$ cat config.mk
export PLATFORM = sky130hd
export DESIGN_NAME = pol_misc_cfg
export DESIGN_NICKNAME = d
export VERILOG_FILES = /design/src/rtl/pol_cfg_pkg.sv /design/src/rtl/pwm_min_duty.sv /design/src/rtl/ok_delay_timer.sv /design/src/rtl/pol_misc_cfg.sv
export VERILOG_INCLUDE_DIRS = /design/src /design/src/rtl
export SDC_FILE = /design/constraint.sdc
export NUM_CORES = 1
export LEC_CHECK = 0
export BUFFER_PORTS_ARGS = -buffer_cell sky130_fd_sc_hd__buf_4
export CAP_MARGIN = 20
export CORE_AREA = 4 4 172 174
export DETAILED_ROUTE_END_ITERATION = 16
export DIE_AREA = 0 0 176 178
export GPL_ROUTABILITY_DRIVEN = 0
export SYNTH_ARGS = -nofsm -noshare
export SYNTH_HDL_FRONTEND = slang
export SYNTH_HIERARCHICAL = 1
export SYNTH_SLANG_ARGS = --single-unit
$ cat constraint.sdc
create_clock -name SYS_CLK_I -period 12.15 [get_ports SYS_CLK_I]
set_input_delay 2.43 -clock SYS_CLK_I [delete_from_list [all_inputs] [get_ports SYS_CLK_I]]
set_output_delay 2.43 -clock SYS_CLK_I [all_outputs]
set_load 0.05 [all_outputs]
$ cat src/rtl/pol_cfg_map.svh
`ifndef POL_CFG_MAP_SVH
`define POL_CFG_MAP_SVH
// Command codes of the configuration words
`define CMD_USER_CFG     8'hd1
`define CMD_GROUP_CFG    8'hd3
`define CMD_OK_DELAY     8'hd4
`define CMD_RAMP_GAIN    8'hd5
`define CMD_INDUCTOR     8'hd6
// Field positions in misc_user_configuration
`define UC_MIN_DUTY_HI   15
`define UC_MIN_DUTY_LO   11
`define UC_DRIVE_EN      10
`define UC_MIN_DUTY_EN   7
`define UC_OK_PUSH_PULL  2
`define UC_EXT_TEMP_EN   1
`define UC_EXT_TEMP_FLT  0
// Field positions in group_bus_rail_phase_config
`define GC_POS_HI        15
`define GC_POS_LO        13
`define GC_RAIL_HI       12
`define GC_RAIL_LO       8
`define GC_PHASES_HI     3
`define GC_PHASES_LO     0
// Writable bit masks; the rest reads as zero
`define UC_MASK          16'hfc87
`define GC_MASK          16'hff0f
// Reset values
`define UC_RESET         16'h0000
`define GC_RESET         16'h0000
`define OKD_RESET        16'h0000
`define GAIN_RESET       8'h00
`define IND_RESET        16'h0000
// Timing
`define CLK_PERIOD_NS    50
`define OK_MS_NS         1000000
`define OK_DELAY_MAX_MS  5000
`define PWM_STEPS        512
`endif

$ cat src/rtl/pol_cfg_pkg.sv
package pol_cfg_pkg;
  // Output-ok timer states
  typedef enum logic [2:0] {
    OK_LOW  = 3'b001,
    OK_WAIT = 3'b010,
    OK_HIGH = 3'b100
  } ok_state_e;
  // Phase counts of a rail
  typedef enum logic [2:0] {
    PH_TWO   = 3'b001,
    PH_FOUR  = 3'b011,
    PH_SIX   = 3'b101,
    PH_EIGHT = 3'b111
  } phases_e;
  typedef logic [12:0] ms_t;      // Delay in whole milliseconds
endpackage

$ cat src/rtl/pwm_min_duty.sv
`timescale 1ns/1ns
`include "pol_cfg_map.svh"
// Period counter and comparator with a duty floor and drive gate
module pwm_min_duty #(
  parameter int STEPS = `PWM_STEPS
) (
  input  wire logic       clk_i,
  input  wire logic       rst_n_i,
  input  wire logic [8:0] duty_i,     // Requested duty in steps of the period
  input  wire logic [4:0] floor_i,    // Floor field value
  input  wire logic       floor_en_i, // Floor active
  input  wire logic       drive_en_i, // Drive allowed
  output logic            pwm_o
);
  logic [8:0] cnt_q, cnt_d;           // Position in the period
  logic       pwm_q, pwm_d;
  logic [8:0] floor_steps;            // Floor in steps
  logic [8:0] eff;                    // Duty after the floor

  // Next period position and drive level
  always_comb begin
    cnt_d = (cnt_q == 9'(STEPS - 1)) ? 9'h000 : cnt_q + 9'h001;
    floor_steps = {3'h0, floor_i, 1'b0} + 9'h002;
    eff = (floor_en_i && duty_i < floor_steps) ? floor_steps : duty_i;
    pwm_d = drive_en_i && (cnt_q < eff);
  end

  // Register period and drive
  always_ff @(posedge clk_i or negedge rst_n_i) begin
    if (!rst_n_i) begin
      cnt_q <= 9'h000;
      pwm_q <= 1'b0;
    end else begin
      cnt_q <= cnt_d;
      pwm_q <= pwm_d;
    end
  end
  assign pwm_o = pwm_q;
endmodule // pwm_min_duty

$ cat src/rtl/ok_delay_timer.sv
`timescale 1ns/1ns
`include "pol_cfg_map.svh"
// Waits the programmed delay after the output is above threshold
module ok_delay_timer #(
  parameter int MS_CYCLES = 20000
) (
  input  wire logic              clk_i,
  input  wire logic              rst_n_i,
  input  wire logic              above_i,  // Output above threshold, from a pin
  input  wire pol_cfg_pkg::ms_t  delay_i,  // Delay in milliseconds
  output logic                   ok_o      // Output ok, decoded from state
);
  logic                   s1_q, s2_q;       // Two-stage synchroniser
  pol_cfg_pkg::ok_state_e st_q, st_d;
  logic [31:0]            pre_q, pre_d;     // Millisecond prescaler
  pol_cfg_pkg::ms_t       ms_q, ms_d;       // Milliseconds elapsed

  // Next state of the timer
  always_comb begin
    st_d = st_q;
    pre_d = pre_q;
    ms_d = ms_q;
    case (st_q)
      pol_cfg_pkg::OK_LOW: begin
        pre_d = 32'h0;
        ms_d = '0;
        if (s2_q) st_d = pol_cfg_pkg::OK_WAIT;
      end
      pol_cfg_pkg::OK_WAIT: begin
        if (!s2_q) begin
          st_d = pol_cfg_pkg::OK_LOW;
        end else if (ms_q >= delay_i) begin
          st_d = pol_cfg_pkg::OK_HIGH;
        end else if (pre_q == 32'(MS_CYCLES - 1)) begin
          pre_d = 32'h0;
          ms_d = ms_q + 13'h1;
        end else begin
          pre_d = pre_q + 32'h1;
        end
      end
      pol_cfg_pkg::OK_HIGH: begin
        if (!s2_q) st_d = pol_cfg_pkg::OK_LOW;
      end
      default: st_d = pol_cfg_pkg::OK_LOW;
    endcase
  end

  // Register synchroniser and timer
  always_ff @(posedge clk_i or negedge rst_n_i) begin
    if (!rst_n_i) begin
      s1_q <= 1'b0;
      s2_q <= 1'b0;
      st_q <= pol_cfg_pkg::OK_LOW;
      pre_q <= 32'h0;
      ms_q <= '0;
    end else begin
      s1_q <= above_i;
      s2_q <= s1_q;
      st_q <= st_d;
      pre_q <= pre_d;
      ms_q <= ms_d;
    end
  end
  assign ok_o = (st_q == pol_cfg_pkg::OK_HIGH);
endmodule // ok_delay_timer

$ cat src/rtl/pol_misc_cfg.sv
`timescale 1ns/1ns
`include "pol_cfg_map.svh"
module pol_misc_cfg #(
  parameter int MS_CYCLES = `OK_MS_NS / `CLK_PERIOD_NS  // Clock cycles per millisecond
) (
  input  wire logic        SYS_CLK_I,       // System clock, 20 MHz
  input  wire logic        RST_N_I,         // Asynchronous reset, active low
  input  wire logic [7:0]  CMD_CODE_I,      // Command code of the transfer
  input  wire logic        CMD_WR_I,        // Write strobe, one cycle
  input  wire logic        CMD_RD_I,        // Read strobe, one cycle
  input  wire logic [15:0] CMD_WDATA_I,     // Write data
  output logic      [15:0] CMD_RDATA_O,     // Read data
  output logic             CMD_ACK_O,       // Transfer accepted
  output logic             CMD_NAK_O,       // Unknown command
  input  wire logic [8:0]  DUTY_CMD_I,      // Duty from the control loop
  input  wire logic        VOUT_ABOVE_I,    // Output above threshold, from a pin
  input  wire logic [11:0] INT_TEMP_I,      // Internal sensor reading
  input  wire logic [11:0] EXT_TEMP_I,      // External sensor reading
  output logic             PWM_O,           // Power stage drive
  output logic             OK_PIN_O,        // Output-ok pin level
  output logic             OK_PIN_OE_O,     // Output-ok pin enable
  output logic      [11:0] FAULT_TEMP_O,    // Temperature for fault checks
  output logic             TEMP_COMP_EN_O,  // Current compensation by external sensor
  output logic      [4:0]  RAIL_ID_O,       // Group bus rail identifier
  output logic      [2:0]  PHASE_POS_O,     // Position in group minus one
  output logic      [3:0]  PHASE_COUNT_O,   // Phases on the rail, zero if undefined
  output logic      [7:0]  RAMP_GAIN_O,     // Sharing ramp gain
  output logic             RAMP_SHARE_O,    // Slow sharing ramp active
  output logic             SOFT_OFF_EN_O,   // Soft-off ramps allowed
  output logic      [15:0] INDUCTOR_O       // Inductor value, linear format
);

  // Turns a linear word into whole milliseconds, rounded, capped
  function automatic pol_cfg_pkg::ms_t lin_to_ms(input logic [15:0] v);
    logic [4:0]  e;
    logic [10:0] m;
    logic [31:0] acc;
    logic [4:0]  sh;
    e = v[15:11];
    m = v[10:0];
    acc = 32'h0;
    sh = 5'h00;
    if (m[10]) begin
      acc = 32'h0;                             // Negative reads as zero
    end else if (!e[4]) begin
      acc = {21'h0, m} << e[3:0];              // Whole multiple
    end else begin
      sh = 5'h00 - e;                          // Fractional part to round
      acc = ({21'h0, m} + (32'h1 << (sh - 5'h01))) >> sh;
    end
    if (acc > 32'(`OK_DELAY_MAX_MS)) acc = 32'(`OK_DELAY_MAX_MS);
    return acc[12:0];
  endfunction

  // Configuration words
  logic [15:0] user_q, user_d;              // misc_user_configuration
  logic [15:0] grp_q, grp_d;                // group_bus_rail_phase_config
  logic [15:0] okd_q, okd_d;                // output_ok_delay
  logic [7:0]  gain_q, gain_d;              // sharing_ramp_gain
  logic [15:0] ind_q, ind_d;                // inductor_value
  pol_cfg_pkg::ms_t dly_q, dly_d;           // Delay in milliseconds
  // Command answers
  logic [15:0] rdata_q, rdata_d;
  logic        ack_q, ack_d;
  logic        nak_q, nak_d;
  // Derived outputs
  logic        ok;                          // Output ok from timer
  logic        ok_pin_q, ok_pin_d;
  logic        ok_oe_q, ok_oe_d;
  logic [11:0] ftemp_q, ftemp_d;
  logic [3:0]  phcnt_q, phcnt_d;
  logic        share_q, share_d;            // Rail set up for sharing
  logic        ramp_q, ramp_d;
  logic        soft_q, soft_d;

  // Command decode, write and read
  always_comb begin
    // Hold every word unless a write selects it
    user_d = user_q;
    grp_d = grp_q;
    okd_d = okd_q;
    gain_d = gain_q;
    ind_d = ind_q;
    // Read data stands until the next strobe
    rdata_d = rdata_q;
    // Answers are single-cycle pulses
    ack_d = 1'b0;
    nak_d = 1'b0;
    // A write that meets a read wins and still returns the old word
    if (CMD_WR_I || CMD_RD_I) begin
      ack_d = 1'b1;
      if (CMD_CODE_I == `CMD_USER_CFG) begin
        // Misc user word, reserved bits dropped
        if (CMD_WR_I) user_d = CMD_WDATA_I & `UC_MASK;
        rdata_d = user_q;
      end else if (CMD_CODE_I == `CMD_GROUP_CFG) begin
        // Rail, position and phase word, reserved bits dropped
        if (CMD_WR_I) grp_d = CMD_WDATA_I & `GC_MASK;
        rdata_d = grp_q;
      end else if (CMD_CODE_I == `CMD_OK_DELAY) begin
        // Delay word kept as written, converted downstream
        if (CMD_WR_I) okd_d = CMD_WDATA_I;
        rdata_d = okd_q;
      end else if (CMD_CODE_I == `CMD_RAMP_GAIN) begin
        // Byte command, upper byte reads as zero
        if (CMD_WR_I) gain_d = CMD_WDATA_I[7:0];
        rdata_d = {8'h00, gain_q};
      end else if (CMD_CODE_I == `CMD_INDUCTOR) begin
        // Inductor word kept as written
        if (CMD_WR_I) ind_d = CMD_WDATA_I;
        rdata_d = ind_q;
      end else begin
        ack_d = 1'b0;                                   // Unknown command
        nak_d = 1'b1;
        rdata_d = 16'h0000;
      end
    end
  end

  // Register the configuration words and answers
  always_ff @(posedge SYS_CLK_I or negedge RST_N_I) begin
    if (!RST_N_I) begin
      // All words clear: drive off, no sharing, no delay
      user_q <= `UC_RESET;
      grp_q <= `GC_RESET;
      okd_q <= `OKD_RESET;
      gain_q <= `GAIN_RESET;
      ind_q <= `IND_RESET;
      rdata_q <= 16'h0000;
      ack_q <= 1'b0;
      nak_q <= 1'b0;
    end else begin
      user_q <= user_d;
      grp_q <= grp_d;
      okd_q <= okd_d;
      gain_q <= gain_d;
      ind_q <= ind_d;
      rdata_q <= rdata_d;
      ack_q <= ack_d;
      nak_q <= nak_d;
    end
  end

  // Derived controls
  always_comb begin
    // Delay word to whole milliseconds for the timer
    dly_d = lin_to_ms(okd_q);
    // Output-ok pin style
    if (user_q[`UC_OK_PUSH_PULL]) begin
      // Push-pull drives both levels
      ok_pin_d = ok;
      ok_oe_d = 1'b1;
    end else begin
      // Open-drain pulls low until ok, then lets go
      ok_pin_d = 1'b0;
      ok_oe_d = !ok;
    end
    // Temperature source for faults
    ftemp_d = user_q[`UC_EXT_TEMP_FLT] ? EXT_TEMP_I : INT_TEMP_I;
    // Phase count decode
    case (grp_q[`GC_PHASES_HI:`GC_PHASES_LO])
      {1'b0, pol_cfg_pkg::PH_TWO}:   phcnt_d = 4'h2;
      {1'b0, pol_cfg_pkg::PH_FOUR}:  phcnt_d = 4'h4;
      {1'b0, pol_cfg_pkg::PH_SIX}:   phcnt_d = 4'h6;
      {1'b0, pol_cfg_pkg::PH_EIGHT}: phcnt_d = 4'h8;
      default:                       phcnt_d = 4'h0;    // Not defined
    endcase
    // Only a defined phase count makes a sharing rail
    share_d = (phcnt_d != 4'h0);
    // Slow sharing ramp until output ok
    ramp_d = share_q && !ok;
    // Soft-off only on a rail of its own
    soft_d = !share_q;
  end

  // Register derived controls
  always_ff @(posedge SYS_CLK_I or negedge RST_N_I) begin
    if (!RST_N_I) begin
      // Pin released and soft-off allowed until the first edge
      dly_q <= '0;
      ok_pin_q <= 1'b0;
      ok_oe_q <= 1'b0;
      ftemp_q <= 12'h000;
      phcnt_q <= 4'h0;
      share_q <= 1'b0;
      ramp_q <= 1'b0;
      soft_q <= 1'b1;
    end else begin
      dly_q <= dly_d;
      ok_pin_q <= ok_pin_d;
      ok_oe_q <= ok_oe_d;
      ftemp_q <= ftemp_d;
      phcnt_q <= phcnt_d;
      share_q <= share_d;
      ramp_q <= ramp_d;
      soft_q <= soft_d;
    end
  end

  // Power stage drive with duty floor
  pwm_min_duty #(
    .STEPS      (`PWM_STEPS)
  ) u_pwm (
    .clk_i      (SYS_CLK_I),
    .rst_n_i    (RST_N_I),
    .duty_i     (DUTY_CMD_I),
    .floor_i    (user_q[`UC_MIN_DUTY_HI:`UC_MIN_DUTY_LO]),
    .floor_en_i (user_q[`UC_MIN_DUTY_EN]),
    .drive_en_i (user_q[`UC_DRIVE_EN]),
    .pwm_o      (PWM_O)
  );

  // Output-ok delay
  ok_delay_timer #(
    .MS_CYCLES  (MS_CYCLES)
  ) u_okt (
    .clk_i      (SYS_CLK_I),
    .rst_n_i    (RST_N_I),
    .above_i    (VOUT_ABOVE_I),
    .delay_i    (dly_q),
    .ok_o       (ok)
  );

  // Outputs straight from registers
  assign CMD_RDATA_O = rdata_q;
  assign CMD_ACK_O = ack_q;
  assign CMD_NAK_O = nak_q;
  assign OK_PIN_O = ok_pin_q;
  assign OK_PIN_OE_O = ok_oe_q;
  assign FAULT_TEMP_O = ftemp_q;
  assign TEMP_COMP_EN_O = user_q[`UC_EXT_TEMP_EN];
  assign RAIL_ID_O = grp_q[`GC_RAIL_HI:`GC_RAIL_LO];
  assign PHASE_POS_O = grp_q[`GC_POS_HI:`GC_POS_LO];
  assign PHASE_COUNT_O = phcnt_q;
  assign RAMP_GAIN_O = gain_q;
  assign RAMP_SHARE_O = ramp_q;
  assign SOFT_OFF_EN_O = soft_q;
  assign INDUCTOR_O = ind_q;
endmodule // pol_misc_cfg

### Yosys cells after proc, flatten, opt, wreduce, memory -nomap -nowiden

Index checks and enable logic that the tools add are counted.

| word-level totals | value |
|---|---|
| register bits | 174 |
| output and inout bits | 72 |
| word-level logic and storage cells | 116 |

| cells by class | value |
|---|---|
| add/sub/neg operators | 7 |
| magnitude comparators | 4 |
| eq/ne operators | 20 |
| shift-type cells | 3 |
| mux-type cells | 39 |
| bitwise gates (word level) | 4 |
| reduce and logical (&&, ||, !) cells | 16 |

Operators by type and width:

| cell | number |
|---|---|
| 32-bit two-way mux | 5 |
| 16-bit two-way mux | 5 |
| 32-bit one-hot mux with 2 select lines | 1 |
| 13-bit two-way mux | 4 |
| 8-bit == test, second input constant | 5 |
| 11-bit by 32-bit adder with 32-bit output | 1 |
| 32-bit by 1-bit adder with 32-bit output, second input constant | 1 |
| 32-bit by 15-bit == test with 1-bit output, second input constant | 1 |
| 32-bit by 13-bit greater-than comparator with 1-bit output, second input constant | 1 |
| 1-bit by 5-bit left shift with 32-bit output, first input constant | 1 |
| 11-bit by 4-bit left shift with 32-bit output | 1 |
| 32-bit by 5-bit >> shifter with 32-bit output | 1 |
| 13-bit one-hot mux with 2 select lines | 1 |
| 9-bit < comparator | 2 |
| 9-bit two-way mux | 2 |
| 4-bit one-hot mux with 4 select lines | 1 |
| 1-bit two-way mux | 14 |
| 13-bit by 1-bit adder with 13-bit output, second input constant | 1 |
| 13-bit greater-or-equal comparator | 1 |
| 12-bit two-way mux | 1 |
| 3-bit two-way mux | 4 |
| 9-bit by 1-bit adder with 9-bit output, second input constant | 1 |
| 9-bit == test, second input constant | 1 |
| 3-bit one-hot mux with 3 select lines | 1 |
| 23 further kinds | 36 |

### Depth between registers and ports, before layout

Gate-level depths: netlist of run 1.

| depth | value |
|---|---|
| word-level depth | 9 |
| mapped depth | 26 |

### Hierarchy

The synthesis of run 1 kept the hierarchy.

By module, submodules not included:

| module | instances | cells each | area an instance (µm²) | seq. area each (µm²) |
|---|---|---|---|---|
| pol_misc_cfg | 1 | 897 | 8,328.0 | 2,829.0 |
| ok_delay_timer | 1 | 378 | 3,208.1 | 1,252.5 |
| pwm_min_duty | 1 | 94 | 877.1 | 250.2 |

### Worst setup path before layout of run 1

OpenSTA, ideal clock, no wires.

| timing | value |
|---|---|
| path type | register to register |
| start | reg okd_q[11] |
| end | reg dly_q[3] |
| arrival | 5.526 ns |
| required time | 12.019 ns |
| setup slack | 6.492 ns |
| stages on the path, launching flop included | 26 |
| buffers on the path | 5 |
| period minus slack after synthesis | 5.658 ns |
| path through | dfrtp_1 buf_6 buf_6 inv_2 clkbuf_1 ha_1 buf_2 nand3b_1 a211oi_1 a211oi_1 buf_2 nor3_1 and2_1 ha_1 inv_1 fa_1 nand2b_1 a211oi_2 o21a_1 mux2_2 a211oi_1 o31a_1 a211o_1 o211ai_1 o211a_1 or3_1 |

| on the way | value |
|---|---|
| cells in the longest elaborated chain, start to end | 9 |
| elaborated cells between the ends (all ways) | 10 |

RTL lines:

| element | RTL line | text |
|---|---|---|
| start, declared | pol_misc_cfg.sv:58 | `logic [15:0] okd_q, okd_d;` |
| start signal, assigned | pol_misc_cfg.sv:126 | `` okd_q <= `OKD_RESET; `` |
| start signal, assigned | pol_misc_cfg.sv:135 | `okd_q <= okd_d;` |
| 1-bit by 5-bit subtractor with 5-bit output | pol_misc_cfg.sv:48 | `sh = 5'h00 - e;` |
| 5-bit by 1-bit subtractor with 5-bit output | pol_misc_cfg.sv:49 | `acc = ({21'h0, m} + (32'h1 << (sh - 5'h01))) >> sh;` |
| 1-bit by 5-bit left shift with 32-bit output | pol_misc_cfg.sv:49 |  |
| 11-bit by 32-bit adder with 32-bit output | pol_misc_cfg.sv:49 |  |
| 32-bit by 5-bit >> shifter with 32-bit output | pol_misc_cfg.sv:49 |  |
| 32-bit two-way mux (*) | pol_misc_cfg.sv:45 | `end else if (!e[4]) begin` |
| 32-bit two-way mux (*) | pol_misc_cfg.sv:43 | `if (m[10]) begin` |
| 32-bit by 13-bit greater-than comparator with 1-bit output | pol_misc_cfg.sv:51 | `` if (acc > 32'(`OK_DELAY_MAX_MS)) acc = 32'(`OK_DELAY_MAX_MS); `` |
| 13-bit two-way mux (*) | pol_misc_cfg.sv:51 |  |
| net dly_d[3] | pol_misc_cfg.sv:61 | `pol_cfg_pkg::ms_t dly_q, dly_d;` |
| end signal, assigned | pol_misc_cfg.sv:189 | `dly_q <= dly_d;` |
| end, declared | pol_misc_cfg.sv:61 |  |

Mark *: on every way through the listed nets, which the timed path passes. The rest lies on a longest branch.
A chain may end at the register's enable or synchronous reset.

### Worst setup path after layout of run 1

| timing | value |
|---|---|
| start | reg okd_q[12] |
| end | reg dly_q[2] |

Same word-level chain as after synthesis.

==> reports/qor.yml, run 1 <==
finish:
  diodes: 0
  instances_no_fill: 1841
  syn_to_final_growth_pct: 14.4
  final_nets: 1560
  n_fill_cell: 2675
  fin_area_um2: 14200
  final_util_pct: 51.1
  layout-drive-gt1-share_pct: 22.5
placement:
  io_buffer_count: 132
  dpl.cell_count: 1808
  place_area_um2: 13600
  dp_worst_setup_slack_ns: 5.43
  post-dp-hpwl_um: 26700
job:
  drv_cap: 0
timing:
  fin_crit_sh_pct: 56.1
  skew_ns: 0.0110
  whs_ns: 0.359
  slew_viol_final: 0
  setup_slack_ns: 5.34
  finalHoldViolations: 0
  tightest_slew_ns: 0.913
  setup_viol: 0
  max_freq_mhz: 147
  rsz0062_at_grt: "false"
  slew_headroom_pct: 38.6
  setup-tns-final_ns: 0
  period_minus_slack_ns: 6.81
clock_tree:
  cts_setup_buffers: 0
  htree_levels: 4
  cts_tree: "built"
  cts_resized: 0
  clockBufferDepth: 2
  cts_buffers: 17
  holdBufCountCts: 0
  clk-insertion-delay-late_ns: 0.44
  clock-sinks: 173
  cts-root-buf: "clkbuf_16"
  clk_pin_slew_worst_paths_ns: 0.07
synthesis:
  yosys.area_share.simple_pct: 20.8
  synth_nets: 1479
  ys_top_cells_by_area: "dfrtp_1 (34%), mux2_2 (8.6%), ha_1 (4.7%)"
  netlist_area_um2: 12400
  ys_seq_area_share_pct: 34.9
  synthCells: 1369
  async_flop_share_pct: 100
  synth_top_family_by_area: "compound AO/OA/AOI/OAI gates"
  synthTopCellsByCount: "dfrtp_1 (171), nor2_1 (109), nand2_1 (99)"
  yosysWarnings: 6
  yosysMostFrequentCell: "dfrtp_1"
  synth-main-ff-cell: "dfrtp_1"
  yosys-mux-area-fraction_pct: 11.6
  synth_top_cell_area_share_pct: 34.5
  synth_edf_count: 0
  synthXorXnorAreaFrac_pct: 1.41
  ys_ff_latch: 173
  synth_cell_type_count: 101
  avgSynthCellArea_um2: 9.07
  synth_top_area_cell: "dfrtp_1"
  synth_compound_area_share_pct: 21.4
  synthAdderAreaFrac_pct: 4.90
worst_setup_path:
  critPathCaptureType: "flip-flop"
  criticalPathCategory: "flip-flop to flip-flop"
  startpoint: "okd_q[12]"
  cp.arrival_ns: 7.11
  crit_path_max_fanout: 65
  required_ns: 12.45
  r2r_start: "okd_q[12]"
  cp-start-kind: "flip-flop"
global_route:
  grt_max_degree: 82
  grt_pass1_wl_um: 59400
  antenna_found_initial: 1
  grt_pass1_vias: 10900
  gr-total-overflow: 0
  grt_usage_pct: 23.4
route:
  drtIter0Drc: 1256
  ant_nets: 0
  routed_wl_um: 36900
  routed_via_density: 6.14
  wire_per_inst_um: 20.1
  vias: 11300
  drc: 0
  drtPass1Iterations: 5
floorplanning:
  coreArea_um2: 27800
  core.rowCount: 61
  start_util_pct: 44.7
  die-height_um: 178
  dieWidth_um: 176
  ioPinCount: 134
  dieArea_um2: 31300
pwr:
  powerDensity_nw_per_um2: 109
  leakage_nw: 6.28
  power.total_mw: 1.55
  irDropWorstVdd_mv: 0.0963
min_path:
  hold_start: "u_okt/s1_q"
  min_path_type: "flip-flop to flip-flop"
outcome:
  status: "finished clean"
state kept, by name, indices dropped and copies added (netlist names), 3 cells and up:
| register | cells |
|---|---|
| CMD_RDATA_O | 16 |
| FAULT_TEMP_O | 12 |
| INDUCTOR_O | 16 |
| PHASE_COUNT_O | 3 |
| RAMP_GAIN_O | 8 |
| dly_q | 13 |
| grp_q | 12 |
| okd_q | 16 |
| u_okt/ms_q | 13 |
| u_okt/pre_q | 32 |
| u_okt/st_q | 3 |
| u_pwm/cnt_q | 9 |
| user_q | 10 |
layer usage:
layer | routed length [µm] | share of wire [%] | global-route usage (%) | vias to the layer above
met3 | 2480 | 6.7 | 4.96 | 75
met2 | 17000 | 46 | 36.0 | 403
met1 | 16200 | 44 | 32.7 | 5510
li1 | - | - | - | 5306
met4 | 1260 | 3.4 | 8.45 | 2
met5 | 13 | 0.035 | 0 | -
cell usage in the layout, fill, tap and decap left out, drive strengths merged, types with 45 or more instances in the layout:
cell type  synthesis  final
dfrtp            171    171
buf               37    150
nor2             109    109
nand2             99     99
mux2              96     96
o21ai             85     85
a21oi             77     77
ha                47     47
inv               41     47
nand3             45     45
report_power, final:
group	internal, mW	switching, mW
registers	0.599	0.0225
logic	0.124	0.244
clock network	0.314	0.248
total	1.04	0.515
critical path, stage by stage, from the launching register on:
cell and delay (ns):
dfrtp_1 0.33, buf_4 0.36, clkinv_1 0.35, ha_2 0.41, buf_4 0.52, or2_1 0.29
o21a_1 0.14, a211oi_1 0.07, buf_4 0.18, nor3_1 0.34, and2_1 0.19, ha_1 0.18
inv_1 0.07, fa_1 0.40, nand2b_1 0.19, a211oi_2 0.52, o2111ai_1 0.25, a211o_1 0.38
a21oi_1 0.19, o21ai_1 0.16, a2111oi_4 0.42, nor2_1 0.11, o21ai_2 0.46, nor3_1 0.12
worst paths after layout:
path | depth (start not counted) | endpoint | slack, ns
worst max-delay path | 23 | dly_q[2] | 5.34
worst min-delay path | 0 | u_okt/s2_q | 0.36
worst max register to register | 23 | dly_q[2] | 5.34
worst min register to register | 0 | u_okt/s2_q | 0.36
max in group asynchronous | 2 | u_okt/pre_q[29] | 8.98
min in group asynchronous | 1 | u_okt/ms_q[0] | 2.02
cell families after synthesis:
logic type,Yosys count
adders and majority gates,48
buffers and inverters,134
AOI/OAI and AO/OA,383
xor gates and xnor gates,20
DFF,173
other,1
muxes,123
and+or+nand+nor,487
final cells by class:
cell class,count,area [µm²],area share (%)
sequential,173,4330,30.5
tap,378,473,3.33
inverter,45,169,1.19
clock inverter,13,158,1.11
timing repair buffer,151,1140,8.01
multi-input combinational,1062,7480,52.7
clock buffer,19,443,3.12
No activity file was read; power rests on OpenSTA's default activity.
==> run 2: changes to the inputs <==
==> constraint.sdc (replaced) <==
create_clock -name SYS_CLK_I -period 6.85 [get_ports SYS_CLK_I]
set_input_delay 1.37 -clock SYS_CLK_I [delete_from_list [all_inputs] [get_ports SYS_CLK_I]]
set_output_delay 1.37 -clock SYS_CLK_I [all_outputs]
set_load 0.05 [all_outputs]
==> reports/qor.yml, run 2 (synthesized netlist as in run 1, its figures left out) <==
outcome:
  status: "finished clean"
pwr:
  combPwrFrac_pct: 24.2
  powerDensity_nw_per_um2: 191
  power_frac_seq_pct: 40.7
  sw_frac_of_total_pct: 33.6
  power.total_mw: 2.71
  irDropWorstVdd_mv: 0.167
  p_int_mw: 1.80
  leakage_nw: 6.27
  switching_power_uw: 912
  power_frac_clock_pct: 35.1
timing:
  max_freq_mhz: 162
  tightest_slew_ns: 0.868
  setup-tns-final_ns: 0
  slew_viol_final: 0
  skew_ns: 0.0111
  setup_viol: 0
  fin_crit_sh_pct: 89.9
  rsz0062_at_grt: "false"
  slew_headroom_pct: 41.6
  period_minus_slack_ns: 6.16
  finalHoldViolations: 0
worst_setup_path:
  rrSetupSlack_ns: 0.69
  worstPathCellList: "clkinv_1 -> ha_2 -> buf_4 -> nand2b_1 -> a211oi_1 -> a211oi_1 -> buf_4 -> nor3_1 -> and2_1 -> ha_1 -> inv_1 -> fa_1 -> nand2b_1 -> a211oi_4 -> o2111ai_1 -> a211o_1 -> a21oi_1 -> o21ai_1 -> a2111oi_4 -> nor2_1 -> o21ai_2 -> nor3_1"
  cp_slowest_cell: "ha_2"
  slowest_delay_ns: 0.46
  critPathCaptureType: "flip-flop"
  cp.arrival_ns: 6.46
  criticalPathCategory: "flip-flop to flip-flop"
  required_ns: 7.16
  cp-start-kind: "flip-flop"
  crit_path_max_fanout: 43
min_path:
  min_path_type: "flip-flop to flip-flop"
finish:
  final_common_cell: "dfrtp_1"
  regMostFlops: "u_okt/pre_q"
  final_util_pct: 51.1
  diodes: 0
  n_fill_cell: 2662
  largest_register_ffs: 32
  mostFrequentLayoutCells: "dfrtp_1 (170), buf_4 (152), nor2_1 (109), nand2_1 (99), mux2_2 (95)"
  final_nets: 1563
  syn_to_final_growth_pct: 14.3
  layout-drive-gt1-share_pct: 22.6
floorplanning:
  dieArea_um2: 31300
  dieWidth_um: 176
  coreArea_um2: 27800
  core.rowCount: 61
  die-height_um: 178
  start_util_pct: 44.7
  ioPinCount: 134
clock_tree:
  clockBufferDepth: 2
  cts-root-buf: "clkbuf_16"
  clock-sinks: 173
  cts_setup_buffers: 0
  clk_pin_slew_worst_paths_ns: 0.07
  cts_buffers: 17
  clk-insertion-delay-late_ns: 0.44
  htree_levels: 4
  cts_tree: "built"
global_route:
  grt_usage_pct: 23.7
  grt_max_degree: 73
  grt_pass1_wl_um: 59900
  met3_usage_pct: 4.54
  gr-total-overflow: 0
  grt_busiest_layer: "met2"
  met1_usage_pct: 32.9
  grt_pass1_vias: 10900
  antenna_found_initial: 0
  use_met2_pct: 37.2
placement:
  post-dp-hpwl_um: 27100
  io_buffer_count: 132
route:
  routed_wl_um: 37400
  wire_per_inst_um: 20.3
  drtIter0Drc: 1302
  ant_nets: 0
  drtPass1Iterations: 6
  drc: 0
  vias: 11400
  routed_via_density: 6.20
job:
  drv_cap: 0
==> run 2: routing by layer <==
metal | share of wire [%] | vias to the layer above
li1 | - | 5321
met1 | 44 | 5548
met2 | 46 | 478
met3 | 7.1 | 79
met4 | 2.9 | 0
met5 | 0 | -
==> run 2: cell type report <==
cell class / instances / area (µm²) / area share, %
Multi-Input combinational cell: 1062 / 7490 / 52.8
Sequential cell: 173 / 4330 / 30.5
Timing Repair Buffer: 154 / 1160 / 8.15
Tap cell: 378 / 473 / 3.33
Clock buffer: 19 / 443 / 3.12
Inverter: 45 / 169 / 1.19
Clock inverter: 13 / 126 / 0.890
==> run 2: power groups by stage <==
stage	combinational, mW	clock (mW)	sequential (mW)
2_1_floorplan	0.391	0	1.17
4_1_cts	0.649	0.979	1.10
6_report	0.658	0.952	1.11
3_3_place_gp	0.644	0	1.12
3_5_place_dp	0.646	0	1.12
5_1_grt	0.714	1.02	1.11
==> run 2: worst paths after layout <==
kind,from,end,cells after the start
setup reg to reg,okd_q[12],dly_q[1],22
hold / removal,u_okt/s1_q,u_okt/s2_q,0
hold reg to reg,u_okt/s1_q,u_okt/s2_q,0
setup / recovery,okd_q[12],dly_q[1],22
max in group asynchronous,RST_N_I,okd_q[11],2
min in group asynchronous,RST_N_I,dly_q[0],1
==> run 2: critical path: cells and delay by family (launching register included) <==
kind	cells	cell delay [ns]
AO/OA/AOI/OAI	9	2.60
adder cells (fa/ha/maj)	3	1.04
buffers and inverters	4	0.90
flip-flops	1	0.35
AND/OR/NAND/NOR	6	1.14
==> run 2: per-stage QoR <==
step	cells	hold slack (ns)	setup slack (ns)	cell area [µm²]
3_3_place_gp	1811	0.344	0.928	13600
3_5_place_dp	1811	0.347	0.685	13600
5_1_grt	1844	0.382	0.0238	14200
6_report	1844	0.363	0.693	14200
2_1_floorplan	1369	0.331	1.19	12400
4_1_cts	1843	0.363	0.639	14200
==> run 2: repair_timing <==
action                                  CTS  global route
gates resized for setup                   0             1
endpoints found under the setup margin    0            13
hold buffers                              0             0
==> run 3: changes to the inputs <==
--- a/config.mk
+++ b/config.mk
@@ -6,12 +6,13 @@
 export SDC_FILE = /design/constraint.sdc
 export NUM_CORES = 1
 export LEC_CHECK = 0
-export BUFFER_PORTS_ARGS = -buffer_cell sky130_fd_sc_hd__buf_4
 export CAP_MARGIN = 20
 export CORE_AREA = 4 4 172 174
 export DETAILED_ROUTE_END_ITERATION = 16
 export DIE_AREA = 0 0 176 178
+export DONT_BUFFER_PORTS = 1
 export GPL_ROUTABILITY_DRIVEN = 0
+export RECOVER_POWER = 25
 export SYNTH_ARGS = -nofsm -noshare
 export SYNTH_HDL_FRONTEND = slang
 export SYNTH_HIERARCHICAL = 1
==> constraint.sdc (replaced) <==
create_clock -name SYS_CLK_I -period 5.8 [get_ports SYS_CLK_I]
set_input_delay 1.16 -clock SYS_CLK_I [delete_from_list [all_inputs] [get_ports SYS_CLK_I]]
set_output_delay 1.16 -clock SYS_CLK_I [all_outputs]
set_load 0.05 [all_outputs]
==> reports/qor.yml, run 3 (synthesized netlist as in run 1, its figures left out) <==
clock_tree:
  htree_levels: 4
  cts_setup_buffers: 0
  clock-sinks: 173
  holdBufCountCts: 0
  clockBufferDepth: 2
  cts-root-buf: "clkbuf_16"
  clk_pin_slew_worst_paths_ns: 0.07
  cts_tree: "built"
  cts_buffers: 17
  clk-insertion-delay-late_ns: 0.44
finish:
  syn_to_final_growth_pct: 6.66
  largest_register_ffs: 32
  diodes: 0
  final_common_cell: "dfrtp_1"
  mostFrequentLayoutCells: "dfrtp_1 (170), nor2_1 (109), nand2_1 (99), mux2_2 (95), o21ai_0 (78)"
  fin_area_um2: 13200
  instances_no_fill: 1711
  final_nets: 1430
  regMostFlops: "u_okt/pre_q"
  final_util_pct: 47.7
  layout-drive-gt1-share_pct: 15.1
global_route:
  grt_pass1_wl_um: 56600
  antenna_found_initial: 0
  grt_max_degree: 174
  gr-total-overflow: 0
  grt_usage_pct: 22.3
  grt_pass1_vias: 10300
route:
  drc: 0
  routed_wl_um: 35200
  routed_via_density: 6.31
  wire_per_inst_um: 20.6
  ant_nets: 0
  vias: 10800
  drtIter0Drc: 1173
  drtPass1Iterations: 6
floorplanning:
  coreArea_um2: 27800
  core.rowCount: 61
  ioPinCount: 134
  dieArea_um2: 31300
  dieWidth_um: 176
  start_util_pct: 44.7
  die-height_um: 178
timing:
  rsz0062_at_grt: "false"
  finalHoldViolations: 0
  slew_headroom_pct: 25.9
  setup_viol: 0
  tightest_slew_ns: 1.10
  slew_viol_final: 0
  skew_ns: 0.0164
  max_freq_mhz: 187
  fin_crit_sh_pct: 92.3
  period_minus_slack_ns: 5.36
  setup-tns-final_ns: 0
worst_setup_path:
  r2r_cells: 19
  cp.arrival_ns: 5.66
  critPathCaptureType: "flip-flop"
  crit_path_max_fanout: 12
  cp_slowest_cell: "a2111oi_2"
  required_ns: 6.10
  crit_top_cell: "and2_1"
  slowest_delay_ns: 0.59
  criticalPathCategory: "flip-flop to flip-flop"
  worstPathCellList: "clkinv_1 -> ha_2 -> or2_1 -> o21a_1 -> a211oi_1 -> buf_4 -> nor2b_1 -> and2_1 -> ha_1 -> a21oi_2 -> o21ai_1 -> and2_1 -> o311a_1 -> a2111oi_2 -> o31a_1 -> a211o_1 -> o211ai_1 -> o211a_1 -> or3_1"
  cp-start-kind: "flip-flop"
placement:
  io_buffer_count: 0
  post-dp-hpwl_um: 25600
  place_area_um2: 12600
  dpl.cell_count: 1679
pwr:
  power.total_mw: 3.13
  irDropWorstVdd_mv: 0.191
  powerDensity_nw_per_um2: 237
  leakage_nw: 5.62
min_path:
  hold_depth: 0
  min_path_type: "flip-flop to flip-flop"
outcome:
  status: "finished clean"
job:
  drv_cap: 0
==> run 3: worst paths after layout <==
path	startpoint	to	slack, ns
worst max register to register	okd_q[12]	dly_q[3]	0.44
worst min-delay path	u_okt/s1_q	u_okt/s2_q	0.35
min in group asynchronous	RST_N_I	u_okt/ms_q[0]	0.44
max in group asynchronous	RST_N_I	okd_q[11]	5.08
worst max-delay path	okd_q[12]	dly_q[3]	0.44
worst min register to register	u_okt/s1_q	u_okt/s2_q	0.35
==> run 3: metal layers <==
metal  track usage [%]  wire length, µm  vias up
li1                  -                -     5064
met1              29.6            15000     5267
met2              35.4            16500      391
met3              6.36             2740       67
met4              6.82              964        0
met5                 0                0        -
==> run 3: layout make-up <==
class | count | area (µm²)
Clock inverter | 13 | 154
Clock buffer | 19 | 443
Timing Repair Buffer | 21 | 158
Fill cell | 2715 | 14500
Tap cell | 378 | 473
Multi-Input combinational cell | 1062 | 7510
Inverter | 45 | 169
Sequential cell | 173 | 4330
==> run 3: power by group <==
part           leakage [nW]  internal [mW]  switching (mW)
Clock                 0.279          0.656           0.503
Sequential             2.32           1.25           0.138
Combinational          3.02          0.208           0.376
Total                  5.62           2.12            1.02
==> run 3: worst max-delay path: cells and delay by family, from the launching register on <==
family	cells	cell delay (ns)
AO/OA/AOI/OAI	10	2.74
adder cells (fa/ha/maj)	2	0.64
buffers and inverters	2	0.38
flip-flops	1	0.35
AND/OR/NAND/NOR	5	1.12
==> run 3: repair_timing <==
item,CTS,global route
gates resized for setup,0,4
endpoints found under the hold margin,0,0
setup endpoints to repair,0,13
==> run 3: stage by stage <==
step | hold slack [ns] | setup WS (ns)
2_1_floorplan | 0.331 | 0.142
3_3_place_gp | 0.345 | 0.507
3_5_place_dp | 0.338 | 0.371
4_1_cts | 0.357 | 0.355
5_1_grt | 0.366 | 0.0412
6_report | 0.354 | 0.445
